`config.mk`:
```
export PLATFORM = sky130hd
export DESIGN_NAME = asp_host
export DESIGN_NICKNAME = d
export VERILOG_FILES = /design/src/rtl/asp_wait_cnt.v /design/src/rtl/asp_host.v
export VERILOG_INCLUDE_DIRS = /design/src /design/src/inc
export SDC_FILE = /design/constraint.sdc
export NUM_CORES = 1
export LEC_CHECK = 0
export BUFFER_PORTS_ARGS = -buffer_cell sky130_fd_sc_hd__buf_2
export CORE_MARGIN = 4
export CORE_UTILIZATION = 43
export DETAILED_ROUTE_END_ITERATION = 6
export GPL_ROUTABILITY_DRIVEN = 0
export PLACE_DENSITY_LB_ADDON = 0.12
export RECOVER_POWER = 100
export SLEW_MARGIN = 25
export SYNTH_ARGS = -nofsm -noshare
export SYNTH_HDL_FRONTEND = slang
export SYNTH_SLANG_ARGS = --single-unit
```
`constraint.sdc`:
```
create_clock -name clk -period 1.6 [get_ports clk]
set_input_delay 0.32 -clock clk [delete_from_list [all_inputs] [get_ports clk]]
set_output_delay 0.32 -clock clk [all_outputs]
set_load 0.01 [all_outputs]
```
`src/inc/asp_map.vh`:
```
`ifndef ASP_MAP_VH
`define ASP_MAP_VH
// bus shape
`define ASP_ADDR_W 15
`define ASP_DATA_W 16
`define ASP_WORDS 32768
`define ASP_LO_MSB 7
`define ASP_HI_LSB 8
// pin reset levels (all inactive high)
`define ASP_CTL_IDLE 1'b1
// timing in ns, slowest grade
`define ASP_T_ADDR_SETUP_NS 0
`define ASP_T_WE_PULSE_NS 12
`define ASP_T_DATA_SETUP_NS 10
`define ASP_T_ACCESS_NS 20
`define ASP_T_HIZ_NS 9
`define ASP_CLK_PERIOD_NS 50
// cycles: least times round up, never below one
`define ASP_CYC_UP(ns) (((ns) + `ASP_CLK_PERIOD_NS - 1) / `ASP_CLK_PERIOD_NS)
`define ASP_CYC_MIN1(ns) ((`ASP_CYC_UP(ns) < 1) ? 1 : `ASP_CYC_UP(ns))
`define ASP_WR_CYC `ASP_CYC_MIN1(`ASP_T_WE_PULSE_NS)
`define ASP_RD_CYC `ASP_CYC_MIN1(`ASP_T_ACCESS_NS)
`define ASP_TURN_CYC `ASP_CYC_MIN1(`ASP_T_HIZ_NS)
`endif

```
`src/rtl/asp_wait_cnt.v`:
```
`include "asp_map.vh"
`default_nettype none
module asp_wait_cnt (
    // clock and reset
    input wire clk,
    input wire nrst,
    // control
    input wire load,
    input wire [3:0] count,
    // status
    output wire done
);
reg [3:0] cnt_q;
always @(posedge clk) begin
    if (!nrst) begin
        cnt_q <= 4'h0;
    end else if (load) begin
        cnt_q <= count;
    end else if (cnt_q != 4'h0) begin
        cnt_q <= cnt_q - 4'h1;
    end
end
assign done = (cnt_q == 4'h0) && !load;
endmodule
`default_nettype wire

```
`src/rtl/asp_host.v`:
```
// Notes on behaviour
// - write only while select and strobe low
// - read: select, output enable low, strobe high
// - host times data to terminating edge
// - address valid by select falling edge
`include "asp_map.vh"
`default_nettype none
module asp_host (
    // clock and reset
    input wire clk,
    input wire nrst,
    // user request
    input wire req_valid,
    output wire req_ready,
    input wire req_write,
    input wire [`ASP_ADDR_W-1:0] req_addr,
    input wire [`ASP_DATA_W-1:0] req_wdata,
    input wire [1:0] req_lane_n,
    // user answer
    output reg rsp_valid,
    output reg [`ASP_DATA_W-1:0] rsp_rdata,
    // memory pins
    output reg [`ASP_ADDR_W-1:0] mem_addr,
    output reg chip_select_n,
    output reg write_strobe_n,
    output reg output_enable_n,
    output reg lower_lane_enable_n,
    output reg upper_lane_enable_n,
    input wire [`ASP_DATA_W-1:0] mem_data_in,
    output reg [`ASP_DATA_W-1:0] mem_data_out,
    output reg mem_data_oe
);
////////////////////////////////////////////////////////////////////////
// cycle count held in four bits, longer waits saturate
function [3:0] cyc4;
    input integer cyc;
    begin
        cyc4 = (cyc > 15) ? 4'hf : cyc[3:0];
    end
endfunction

localparam [2:0] ST_IDLE = 3'h0;
localparam [2:0] ST_WSET = 3'h1;
localparam [2:0] ST_WPULSE = 3'h2;
localparam [2:0] ST_WEND = 3'h3;
localparam [2:0] ST_RSET = 3'h4;
localparam [2:0] ST_RWAIT = 3'h5;
localparam [2:0] ST_TURN = 3'h6;
localparam [2:0] ST_REND = 3'h7;
localparam [3:0] WR_CYC = cyc4(`ASP_WR_CYC);
localparam [3:0] RD_CYC = cyc4(`ASP_RD_CYC);
localparam [3:0] TURN_CYC = cyc4(`ASP_TURN_CYC);

reg [2:0] state_q;
reg [3:0] cnt_ld;
reg cnt_load;
wire cnt_done;

// any lane selected, else the request has no effect on the word
function lane_any;
    input [1:0] ln;
    begin
        lane_any = ~(ln[0] & ln[1]);
    end
endfunction

// byte of a read lane, zero where the lane is off
function [7:0] lane_pick;
    input en_n;
    input [7:0] d;
    begin
        lane_pick = en_n ? 8'h00 : d;
    end
endfunction

////////////////////////////////////////////////////////////////////////
asp_wait_cnt u_wait (
    .clk(clk),
    .nrst(nrst),
    .load(cnt_load),
    .count(cnt_ld),
    .done(cnt_done)
);

assign req_ready = (state_q == ST_IDLE);

always @* begin
    cnt_load = 1'b0;
    cnt_ld = 4'h0;
    case (state_q)
        ST_WSET: begin
            cnt_load = 1'b1;
            cnt_ld = WR_CYC;
        end
        ST_RSET: begin
            cnt_load = 1'b1;
            cnt_ld = RD_CYC;
        end
        ST_WEND: begin
            cnt_load = 1'b1;
            cnt_ld = TURN_CYC;
        end
        ST_REND: begin
            cnt_load = 1'b1;
            cnt_ld = TURN_CYC;
        end
        default: begin
            cnt_load = 1'b0;
        end
    endcase
end

////////////////////////////////////////////////////////////////////////
always @(posedge clk) begin
    if (!nrst) begin
        state_q <= ST_IDLE;
        mem_addr <= {`ASP_ADDR_W{1'b0}};
        chip_select_n <= `ASP_CTL_IDLE;
        write_strobe_n <= `ASP_CTL_IDLE;
        output_enable_n <= `ASP_CTL_IDLE;
        lower_lane_enable_n <= `ASP_CTL_IDLE;
        upper_lane_enable_n <= `ASP_CTL_IDLE;
        mem_data_out <= {`ASP_DATA_W{1'b0}};
        mem_data_oe <= 1'b0;
        rsp_valid <= 1'b0;
        rsp_rdata <= {`ASP_DATA_W{1'b0}};
    end else begin
        rsp_valid <= 1'b0;
        case (state_q)
            ST_IDLE: begin
                if (req_valid && lane_any(req_lane_n)) begin
                    // address set before select falls
                    mem_addr <= req_addr;
                    lower_lane_enable_n <= req_lane_n[0];
                    upper_lane_enable_n <= req_lane_n[1];
                    if (req_write) begin
                        // output enable stays high on writes
                        output_enable_n <= 1'b1;
                        mem_data_out <= req_wdata;
                        state_q <= ST_WSET;
                    end else begin
                        state_q <= ST_RSET;
                    end
                end else if (req_valid) begin
                    rsp_valid <= 1'b1;
                end
            end
            ST_WSET: begin
                chip_select_n <= 1'b0;
                write_strobe_n <= 1'b0;
                mem_data_oe <= 1'b1;
                state_q <= ST_WPULSE;
            end
            ST_WPULSE: begin
                if (cnt_done) begin
                    // strobe alone ends the write, data held past it
                    write_strobe_n <= 1'b1;
                    state_q <= ST_WEND;
                end
            end
            ST_WEND: begin
                chip_select_n <= 1'b1;
                lower_lane_enable_n <= 1'b1;
                upper_lane_enable_n <= 1'b1;
                mem_data_oe <= 1'b0;
                rsp_valid <= 1'b1;
                state_q <= ST_TURN;
            end
            ST_RSET: begin
                chip_select_n <= 1'b0;
                output_enable_n <= 1'b0;
                state_q <= ST_RWAIT;
            end
            ST_RWAIT: begin
                if (cnt_done) begin
                    // disabled lane reads back as zero
                    rsp_rdata[`ASP_LO_MSB:0] <= lane_pick(
                        lower_lane_enable_n,
                        mem_data_in[`ASP_LO_MSB:0]);
                    rsp_rdata[`ASP_DATA_W-1:`ASP_HI_LSB] <= lane_pick(
                        upper_lane_enable_n,
                        mem_data_in[`ASP_DATA_W-1:`ASP_HI_LSB]);
                    rsp_valid <= 1'b1;
                    chip_select_n <= 1'b1;
                    output_enable_n <= 1'b1;
                    lower_lane_enable_n <= 1'b1;
                    upper_lane_enable_n <= 1'b1;
                    state_q <= ST_REND;
                end
            end
            ST_REND: begin
                // memory release after a read is counted as well
                state_q <= ST_TURN;
            end
            ST_TURN: begin
                if (cnt_done) begin
                    state_q <= ST_IDLE;
                end
            end
            default: begin
                state_q <= ST_IDLE;
            end
        endcase
    end
end
endmodule
`default_nettype wire

```
# Word level (Yosys, flattened, before mapping)

Index checks and enable logic that the tools add are counted.

Flip-flop bits (word level): 61
Input port bits: 53

Equality and inequality tests: 12
Reductions and logical operators: 23
Add/sub/neg operators: 1
Mux-type cells: 27
Bitwise gates (word level): 2

Operators with widths:

| cell                                                                | number |
|---|---|
| 3-bit one-hot mux with 7 select lines                               | 1 |
| 8-bit two-way mux                                                   | 2 |
| 3-bit two-way mux                                                   | 5 |
| 1-bit one-hot mux with 3 select lines                               | 5 |
| 3-bit == test (second input constant)                               | 4 |
| 1-bit two-way mux                                                   | 10 |
| 3-bit nonzero test                                                  | 3 |
| 4-bit two-way mux                                                   | 2 |
| 2-bit AND reduction                                                 | 4 |
| 4-bit AND reduction                                                 | 2 |
| 3-bit by 2-bit == test with 1-bit output (second input constant)    | 2 |
| 2-bit != test (second input constant)                               | 3 |
| 3-bit AND reduction                                                 | 2 |
| 2-bit nonzero test                                                  | 3 |
| 4-bit logical NOT                                                   | 1 |
| 2-bit by 1-bit != test with 1-bit output (second input constant)    | 2 |
| 1-bit one-hot mux with 2 select lines                               | 2 |
| 4-bit nonzero test                                                  | 1 |
| 2-bit OR reduction                                                  | 2 |
| 4-bit OR reduction                                                  | 1 |
| 4-bit by 1-bit subtractor with 4-bit output (second input constant) | 1 |
| 3-bit by 1-bit == test with 1-bit output (second input constant)    | 1 |
| 3-bit logical NOT                                                   | 1 |
| 1-bit logical AND                                                   | 2 |
| 3 further kinds                                                     | 3 |

# Depth between registers and ports, before layout

Gate-level depths: netlist of the first run.

Depth after elaboration: 7
Mapped depth: 6

# Modules after synthesis

Synthesis of the first run repeated with hierarchy kept, for this count alone.

Cell total of the unflattened synthesis: 304
Area, all modules: 2642.5 µm²

By module, submodules not included:

| module       | cells each | sequential area each (µm²) | times used | area each (µm²) |
|---|---|---|---|---|
| asp_host     | 278        | 1141.1                     | 1          | 2404.8 |
| asp_wait_cnt | 26         | 80.1                       | 1          | 237.7 |

# Worst setup path after synthesis of the first run

OpenSTA, ideal clock, no wires.

Kind: flip-flop to flip-flop
Start point: register u_wait.cnt_q[0]
End point: register state_q[0]
Period minus slack after synthesis: 1.526 ns
Library setup time: 0.091 ns
Arrival: 1.435 ns
Setup slack: 0.074 ns
Stages on the path, launching flop included: 7
Required time: 1.509 ns
Cells stage by stage: dfxtp_1 > inv_1 > ha_1 > nor3b_2 > clkbuf_1 > nand2_1 > a311oi_1

Longest elaborated chain between the ends: 4
Elaborated cells between the ends (all ways): 6
Those cells by class: 3 x eq/ne; 3 x reduce/logical

Ends and longest elaborated chain:

| what                            | RTL line          | text |
|---|---|---|
| start: declaration              | asp_wait_cnt.v:13 | `reg [3:0] cnt_q;` |
| start signal: assignment        | asp_wait_cnt.v:18 | `cnt_q <= count;` |
| start signal: assignment        | asp_wait_cnt.v:20 | `cnt_q <= cnt_q - 4'h1;` |
| 4-bit logical NOT *             | asp_wait_cnt.v:23 | `assign done = (cnt_q == 4'h0) && !load;` |
| 1-bit logical AND *             | asp_wait_cnt.v:23 |  |
| 2-bit != test (no line)         | --                |  |
| 4-bit AND reduction (no line) * | --                |  |
| end signal: assignment          | asp_host.v:116    | `state_q <= ST_IDLE;` |
| end signal: assignment          | asp_host.v:140    | `state_q <= ST_WSET;` |
| end signal: assignment          | asp_host.v:142    | `state_q <= ST_RSET;` |
| end: declaration                | asp_host.v:54     | `reg [2:0] state_q;` |

Every way passes the cells marked *; elsewhere a longest branch is shown, timed or not.
A chain may end at the register's enable or synchronous reset.

# Final worst setup path of the first run

Start point: register state_q[0]
End point: output port req_ready

Longest elaborated chain between the ends: 1

Ends and longest elaborated chain:

| what              | RTL line      | text |
|---|---|---|
| 3-bit logical NOT | asp_host.v:85 | `assign req_ready = (state_q == ST_IDLE);` |
| end: declaration  | asp_host.v:14 | `output wire req_ready,` |

No other way between the ends.

==> impl_metrics.yaml, run 1 <==
status:
  outcome: "finished, final reports clean"
cells_and_area:
  antenna_cells: 0
  finalInstanceArea_um2: 3301
  syn2layout_area_growth_pct: 28.56
  final_net_count: 456
  drive_above_1_share_pct: 22.22
power_and_ir_drop:
  clockPowerShare_pct: 26.8
  p_sw_w: 0.001425
  p_seq_share_pct: 42.7
  leakage_nw: 1.263
  internal_power_w: 0.002770
  p_per_area_nw_per_um2: 1271
  peakVddDrop_mv: 0.6578
  switching_share_pct: 33.97
  power_frac_comb_pct: 30.5
hold_path:
  worstHoldStart: "req_addr[2]"
  hold_path_class: "in -> reg"
  holdPathStages: 3
critical_path:
  r2r_start: "u_wait.cnt_q[1]"
  cp_top_family: "buffers and inverters"
  worstPathRequired_ns: 1.28
  path_max_fanout: 12
  critPathSlowestCell: "dfxtp_1"
  worstSetupStartpoint: "state_q[0]"
  startpoint_type: "flip-flop"
  arrival_ns: 1.19
  cpPeakStageDelay_ns: 0.34
  crit_buf_inv: 2
  r2r_cells: 6
  critical_path_class: "reg -> out"
  path_depth: 3
  crit_chain: "buf_4, nor3_1, buf_2"
  setup.worst_path.end_class: "output pin"
yosys:
  synthTopCellsByCount: "61 x dfxtp_1, 37 x a21oi_1, 36 x nand2_1"
  postSynthAreaPerCell_um2: 8.853
  yosys_warnings: 0
  ys_types: 43
  synth_seq_cells: 61
  async_reset_ff_share_pct: 0
  synthTopCellsByArea: "dfxtp_1 48%, a21oi_1 7.2%, mux2i_1 6.6%"
  yosys.area.top_type: "dfxtp_1"
  syn_inst: 290
  yosysMostFrequentCell: "dfxtp_1"
  synth_ff_type: "dfxtp_1"
  ys_seq_area_share_pct: 47.56
  synth_top_area_share_pct: 47.56
  synthesis.nets: 345
  syn_area_um2: 2567
  synth_edf_count: 0
cts:
  numCtsBuffers: 9
  cts_root_buf: "clkbuf_8"
  cts_sinks: 61
  clk_path_buf_depth: 2
  path_clk_slew_ns: 0.06
  htreeDepth: 3
  cts_tree: "built"
  insertion_delay_ns: 0.33
  postCtsSetupBuffers: 0
timing:
  fin_tns_setup_ns: 0
  setup_ws_ns: 0.08894
  period_needed_ns: 1.511
  rsz0062_at_grt: "false"
  slew_headroom_pct: 53.64
  drv_slew: 0
  finalCritPeriodShare_pct: 94.44
  clock_skew_ns: 0.006039
  max_freq_ghz: 0.6618
  setup_viol: 0
  worstMarginPinSlew_ns: 0.6950
  whs_ns: 0.2339
  hold_viol: 0
placed_design:
  io_buffer_count: 107
  dpl_worst_slack_ns: 0.05671
  place_hpwl_mm: 4.685
  place_area_um2: 3228
grt:
  grt_start_max_net_pins: 42
  grt_overflow: 0
  grt_pass1_wl_mm: 10.92
  grt_pass1_vias: 2354
  antenna_found_initial: 0
  track_usage_pct: 18.51
die:
  fp.dieH_um: 85.27
  die_w_um: 85.27
  num_rows: 27
  core_area_um2: 5642
  initial_utilization_pct: 45.51
  dieArea_um2: 7271
  io_pins: 108
detailed_routing:
  first_pass_iters: 4
  drtIter0Drc: 109
  final_antenna_net_count: 0
  vias: 2483
  drc_errors: 0
  drt-total-wl_mm: 6.581
  viasPerCell: 5.205
  wire_per_inst_um: 13.80
flow_run:
  maxCapViolations: 0
cell type report:
type                       instances  area (um2)
tap                               72       90.09
clock buffer                      13       148.9
fill                             576        2341
timing repair buffer             125       608.1
sequential                        61        1222
inverter                           6       22.52
clock inverter                     2       10.01
multi-input combinational        198        1199
through the flow:
stage,power (W),std cells,util [%]
finish,0.004194,477,58.51
global route,0.004487,477,58.51
CTS,0.004287,477,60.04
detailed placement,0.003160,462,57.22
global placement,0.003128,462,57.22
floorplan,0.002649,290,-
timing repair:
item                       CTS  global route
hold buffers                 0             0
resized for setup            0            12
setup endpoints to repair    0            11
worst register-to-register path: stages, from the launching register on:
cell     delay, ns
dfxtp_1       0.33
inv_2         0.06
ha_1          0.17
or3b_1        0.36
buf_4         0.20
o21ai_0       0.19
a21oi_1       0.08
power by group through the flow:
stage               registers, W  clock network, W  logic [W]
floorplan                0.00184                 0   0.000809
global placement         0.00181                 0    0.00132
detailed placement       0.00181                 0    0.00134
CTS                      0.00178           0.00116    0.00135
global route             0.00181           0.00124    0.00143
finish                   0.00179           0.00112    0.00128
registers in the layout, indices dropped and copies added (netlist names), named ones only:
register / cells
chip_select_n: 1
lower_lane_enable_n: 1
mem_addr: 15
mem_data_oe: 1
mem_data_out: 16
output_enable_n: 1
rsp_rdata: 16
rsp_valid: 1
state_q: 2
u_wait.cnt_q: 4
upper_lane_enable_n: 1
write_strobe_n: 1
metal layers:
layer	vias to the layer above	part of all wire (%)	global-route usage, %
li1	1263	-	-
met1	1131	46	23.38
met2	80	44	28.60
met3	9	8.6	6.505
met4	0	1.4	7.770
met5	-	0	0
worst paths after layout:
kind | endpoint | slack (ns)
hold / removal | mem_addr[2] | 0.23
setup / recovery | req_ready | 0.09
hold reg to reg | mem_data_out[14] | 0.46
setup reg to reg | rsp_rdata[1] | 0.09
placed cells by master (no fill, tap or decap), types with 5 or more instances in the layout:
master and count:
buf_2 54, nor3_1 5, dfxtp_1 60, buf_4 12, nand3_1 15, nand4_1 9, nand2_1 36, clkbuf_1 57
a21oi_1 37, nand4b_1 9, o21ai_1 7, clkbuf_8 10, o21ai_0 27, mux2i_1 17
kinds of logic after synthesis:
group | after synthesis | share of synthesized area [%]
muxes | 17 | 6.628
AOI/OAI and AO/OA | 85 | 18.57
xor gates and xnor gates | 3 | 1.024
DFF | 61 | 47.56
adders and majority gates | 2 | 0.9745
and+or+nand+nor | 91 | 19.49
buffers and inverters | 31 | 5.750
(Power assumes the default switching activity.)
==> inputs of run 2 (changes only) <==
--- a/config.mk
+++ b/config.mk
@@ -8,7 +8,8 @@
 export LEC_CHECK = 0
 export BUFFER_PORTS_ARGS = -buffer_cell sky130_fd_sc_hd__buf_2
 export CORE_MARGIN = 4
-export CORE_UTILIZATION = 43
+export CORE_UTILIZATION = 49
+export CTS_BUF_LIST = sky130_fd_sc_hd__clkbuf_4 sky130_fd_sc_hd__clkbuf_8
 export DETAILED_ROUTE_END_ITERATION = 6
 export GPL_ROUTABILITY_DRIVEN = 0
 export PLACE_DENSITY_LB_ADDON = 0.12
==> constraint.sdc (replaced) <==
create_clock -name clk -period 1.4 [get_ports clk]
set_input_delay 0.28 -clock clk [delete_from_list [all_inputs] [get_ports clk]]
set_output_delay 0.28 -clock clk [all_outputs]
set_load 0.01 [all_outputs]
==> run 2 against run 1 <==
  * Clock skew up 0.0063 ns
  * Sequential power rose by 15%
  * Die area fell by 11%
  * Clock power grew 34%
  * The flow now finishes with violations (setup timing)
  * Largest power group is now combinational cells
  * Cell count grew 2.9%
==> impl_metrics.yaml, run 2 (same netlist as run 1, synthesis figures left out) <==
cells_and_area:
  fillers: 428
  multi_input_area_um2: 1338
  final_common_cell: "dfxtp_1"
  postLayoutCoreUtil_pct: 72.22
  regArea_um2: 1232
  final_net_count: 471
  antenna_cells: 0
  syn2layout_area_growth_pct: 43.66
  final_cell_mix: "56 x dfxtp_1, 54 x clkbuf_1, 53 x buf_2"
  layoutNonFillerInstCount: 491
  top_regs: "mem_data_out: 16 flops, rsp_rdata: 16 flops, mem_addr: 15 flops"
  drive_above_1_share_pct: 33.02
power_and_ir_drop:
  peakVddDrop_mv: 0.9367
  p_per_area_nw_per_um2: 1537
  leakage_nw: 1.406
grt:
  track_usage_pct: 21.17
  grt_pass1_wl_mm: 10.85
  antenna_found_initial: 0
  grt_start_max_net_pins: 39
  grt_overflow: 0
  grt_pass1_vias: 2379
detailed_routing:
  drc_errors: 0
  first_pass_iters: 4
  drt-total-wl_mm: 6.835
  final_antenna_net_count: 0
  wire_per_inst_um: 13.92
  vias: 2563
  viasPerCell: 5.220
  drtIter0Drc: 135
critical_path:
  cpPeakStageDelay_ns: 0.41
  worstPathRequired_ns: 1.61
  crit_chain: "inv_2, ha_4, or3b_4, buf_6, o21ai_0, a21oi_1"
  crit_buf_inv: 2
  critPathSlowestCell: "or3b_4"
  worstSetupStartpoint: "u_wait.cnt_q[1]"
  r2r_start: "u_wait.cnt_q[1]"
  startpoint_type: "flip-flop"
  critical_path_class: "reg -> reg"
  r2r_cells: 6
  setup.worst_path.end_class: "flip-flop"
  cp_top_family: "simple AND/OR/NAND/NOR gates"
  arrival_ns: 1.67
  path_depth: 6
  path_max_fanout: 9
cts:
  holdBufCountCts: 0
  numCtsBuffers: 9
  htreeDepth: 3
  cts_sinks: 61
  insertion_delay_ns: 0.32
  path_clk_slew_ns: 0.07
  cts_tree: "built"
  clk_path_buf_depth: 2
  cts_root_buf: "clkbuf_8"
timing:
  finalCritPeriodShare_pct: 104.1
  hold_viol: 0
  period_needed_ns: 1.457
  setup_viol: 34
  slew_headroom_pct: 27.70
  worstMarginPinSlew_ns: 1.084
  max_freq_ghz: 0.6865
  drv_slew: 0
  setup_ws_ns: -0.05675
  rsz0062_at_grt: "true"
  clock_skew_ns: 0.01229
flow_run:
  maxCapViolations: 0
hold_path:
  holdPathStages: 3
  hold_path_class: "in -> reg"
  worstHoldStart: "req_wdata[9]"
die:
  fp.dieH_um: 80.39
  io_pins: 108
  initial_utilization_pct: 50.27
  num_rows: 26
  die_w_um: 80.39
  core_area_um2: 5107
  dieArea_um2: 6462
status:
  failed_checks: "setup timing"
  outcome: "complete, but fails checks"
placed_design:
  place_hpwl_mm: 4.542
  dp.cells: 469
  io_buffer_count: 107
-- run 2: final timing paths --
check,slack [ns],to
setup / recovery,-0.06,rsp_rdata[12]
hold / removal,0.20,mem_data_out[9]
setup reg to reg,-0.06,rsp_rdata[12]
hold reg to reg,0.46,rsp_rdata[1]
-- run 2: layer usage --
layer	vias to the layer above	routed length (um)	GRT usage, %
met4	0	57	9.459
met1	1177	2948	27.16
met2	78	3339	33.36
met3	4	488	5.381
li1	1304	-	-
met5	-	0	0
-- run 2: worst reg2reg max path, cell delays in order, from the launching register on --
cell,delay [ns]
dfxtp_2,0.33
inv_2,0.07
ha_4,0.14
or3b_4,0.41
buf_6,0.16
o21ai_0,0.16
a21oi_1,0.08
-- run 2: timing repair --
action / CTS / global route
endpoints found under the setup margin: 22 / 56
buffers inserted: 3 / 1
gates resized for setup: 49 / 29
pin swaps: 8 / 16
gates cloned: 2 / 1
-- run 2: report_power, final --
group,leakage (nW),total (W),internal (W),switching [W]
registers,0.499,0.00206,0.00192,0.000144
clock network,0.0984,0.00150,0.000857,0.000646
logic,0.809,0.00211,0.00100,0.00111
total,1.41,0.00567,0.00377,0.00190
-- run 2: area by class of cell --
class,count,share of cell area [%]
clock inverters,2,0.4071
multi-input cells,198,36.26
clock buffers,14,5.054
well taps,70,2.374
repair buffers,140,21.88
inverters,6,0.6106
flip-flops and latches,61,33.41
-- run 2: metrics by stage --
stage	power [W]	hold slack [ns]	instance area, um2	setup WS, ns	TNS [ns]
2_1_floorplan	0.003169	0.4221	2611	-0.08682	-1.177
3_3_place_gp	0.003739	0.4389	3323	-0.01607	-0.1422
3_5_place_dp	0.003760	0.4434	3323	-0.05989	-0.6491
4_1_cts	0.005596	0.1860	3636	-0.05291	-0.8481
5_1_grt	0.005998	0.1973	3689	-0.09763	-3.722
6_report	0.005671	0.2014	3689	-0.05675	-0.8102
==> inputs of run 3 (changes only) <==
--- a/config.mk
+++ b/config.mk
@@ -14,6 +14,7 @@
 export GPL_ROUTABILITY_DRIVEN = 0
 export PLACE_DENSITY_LB_ADDON = 0.12
 export RECOVER_POWER = 100
+export SKIP_LAST_GASP = 1
 export SLEW_MARGIN = 25
 export SYNTH_ARGS = -nofsm -noshare
 export SYNTH_HDL_FRONTEND = slang
==> run 3 against run 2 <==
  * The run still ends with setup timing left
  * Sequential share of layout area down 0.42 points
  * Combinational power up 9%
  * Critical path type unchanged
  * Worst hold slack worse by 0.0031 ns
  * Die area unchanged
  * Sequential cell count unchanged
  * Sequential power about the same
  * Register-to-register slack worse by 0.02 ns
==> impl_metrics.yaml, run 3 (same netlist as run 1, synthesis figures left out) <==
status:
  outcome: "complete, but fails checks"
  failed_checks: "setup timing"
cells_and_area:
  final_net_count: 476
  syn2layout_area_growth_pct: 45.03
  drive_above_1_share_pct: 33.33
  antenna_cells: 0
  fillers: 420
  final_common_cell: "dfxtp_1"
  final_cell_mix: "57 x dfxtp_1, 54 x buf_2, 53 x clkbuf_1"
  finalInstanceArea_um2: 3724
  top_regs: "mem_data_out: 16 flops, rsp_rdata: 16 flops, mem_addr: 15 flops"
timing:
  period_needed_ns: 1.480
  whs_ns: 0.1983
  rsz0062_at_grt: "true"
  slew_headroom_pct: 39.09
  drv_slew: 0
  setup_ws_ns: -0.07997
  clock_skew_ns: 0.01516
  worstMarginPinSlew_ns: 0.9131
  hold_viol: 0
  max_freq_ghz: 0.6757
  setup_viol: 31
  finalCritPeriodShare_pct: 105.7
critical_path:
  arrival_ns: 1.69
  startpoint_type: "flip-flop"
  cpPeakStageDelay_ns: 0.42
  worstPathRequired_ns: 1.61
  cp_top_family: "simple AND/OR/NAND/NOR gates"
  setup.worst_path.end_class: "flip-flop"
  r2r_start: "u_wait.cnt_q[1]"
  crit_chain: "inv_2, ha_4, or3b_4, buf_6, o21ai_0, a21oi_1"
  crit_buf_inv: 2
  path_max_fanout: 5
  critical_path_class: "reg -> reg"
  worstSetupStartpoint: "u_wait.cnt_q[1]"
  critPathSlowestCell: "or3b_4"
hold_path:
  worstHoldStart: "req_wdata[9]"
  hold_path_class: "in -> reg"
grt:
  antenna_found_initial: 0
  grt_pass1_wl_mm: 10.90
  track_usage_pct: 21.26
  grt_pass1_vias: 2394
  grt_start_max_net_pins: 39
  grt_overflow: 0
power_and_ir_drop:
  peakVddDrop_mv: 0.8849
  p_per_area_nw_per_um2: 1573
  leakage_nw: 1.434
placed_design:
  io_buffer_count: 107
  place_hpwl_mm: 4.542
  place_area_um2: 3323
  dpl_worst_slack_ns: -0.05989
die:
  die_w_um: 80.39
  io_pins: 108
  fp.dieH_um: 80.39
  initial_utilization_pct: 50.27
  core_area_um2: 5107
  dieArea_um2: 6462
  num_rows: 26
detailed_routing:
  drtIter0Drc: 134
  vias: 2609
  final_antenna_net_count: 0
  first_pass_iters: 4
  drt-total-wl_mm: 6.982
  viasPerCell: 5.260
  wire_per_inst_um: 14.08
  drc_errors: 0
cts:
  htreeDepth: 3
  numCtsBuffers: 9
  insertion_delay_ns: 0.32
  cts_sinks: 61
  path_clk_slew_ns: 0.07
  cts_root_buf: "clkbuf_8"
  cts_tree: "built"
  clk_path_buf_depth: 2
flow_run:
  maxCapViolations: 0
[run 3: cell count changes in the layout (fill, tap and decap cells not counted), moves of 2 or more]
cell	before	now
a21oi_1	33	36
a21oi_2	4	1
buf_4	19	21
buf_6	9	11
[run 3: worst register-to-register path, delay by kind of cell, from the launching register on]
family                     cells  cell delay, ns
buffers and inverters          2            0.23
DFF                            1            0.33
AOI/OAI and AO/OA              2            0.26
adders and majority gates      1            0.13
and+or+nand+nor                1            0.42
[run 3: final timing paths]
path | endpoint | slack, ns | depth (start not counted)
worst max-delay path | rsp_rdata[10] | -0.08 | 6
worst min register to register | mem_data_out[11] | 0.46 | 2
worst max register to register | rsp_rdata[10] | -0.08 | 6
worst min-delay path | mem_data_out[9] | 0.20 | 3
[run 3: repair_timing]
action / in CTS / in global routing
setup buffers: 3 / 5
hold buffers: 0 / 0
gates resized for setup: 35 / 42
pin swaps: 1 / 16
gates cloned: 2 / 2
endpoints found under the setup margin: 22 / 56
[run 3: metrics by stage]
| stage | instances | TNS [ns] | total power (W) | util (%) |
|---|---|---|---|---|
| 2_1_floorplan | 290 | -1.177 | 0.003169 | - |
| 3_3_place_gp | 469 | -0.1422 | 0.003739 | 65.07 |
| 3_5_place_dp | 469 | -0.6491 | 0.003760 | 65.07 |
| 4_1_cts | 489 | -1.240 | 0.005570 | 70.85 |
| 5_1_grt | 496 | -3.648 | 0.006177 | 72.91 |
| 6_report | 496 | -0.5875 | 0.005857 | 72.91 |
[run 3: cell type report]
cell class	instances	area, um2	share of cell area (%)
repair buffers	145	850.8	22.85
flip-flops and latches	61	1229	33.00
clock buffers	14	186.4	5.007
clock inverters	2	15.01	0.4032
well taps	70	87.58	2.352
inverters	6	22.52	0.6048
multi-input cells	198	1333	35.79
[run 3: layer usage]
layer / track usage [%] / share of wire, % / wire, um / vias to the layer above
li1: - / - / - / 1318
met1: 27.16 / 43 / 3030 / 1205
met2: 33.69 / 49 / 3420 / 76
met3: 5.381 / 6.1 / 424 / 10
met4: 9.459 / 1.5 / 106 / 0
met5: 0 / 0 / 0 / -
[run 3: where the power goes]
group / internal (W) / switching (W)
clock network: 0.000857 / 0.000658
logic: 0.00111 / 0.00118
registers: 0.00191 / 0.000140
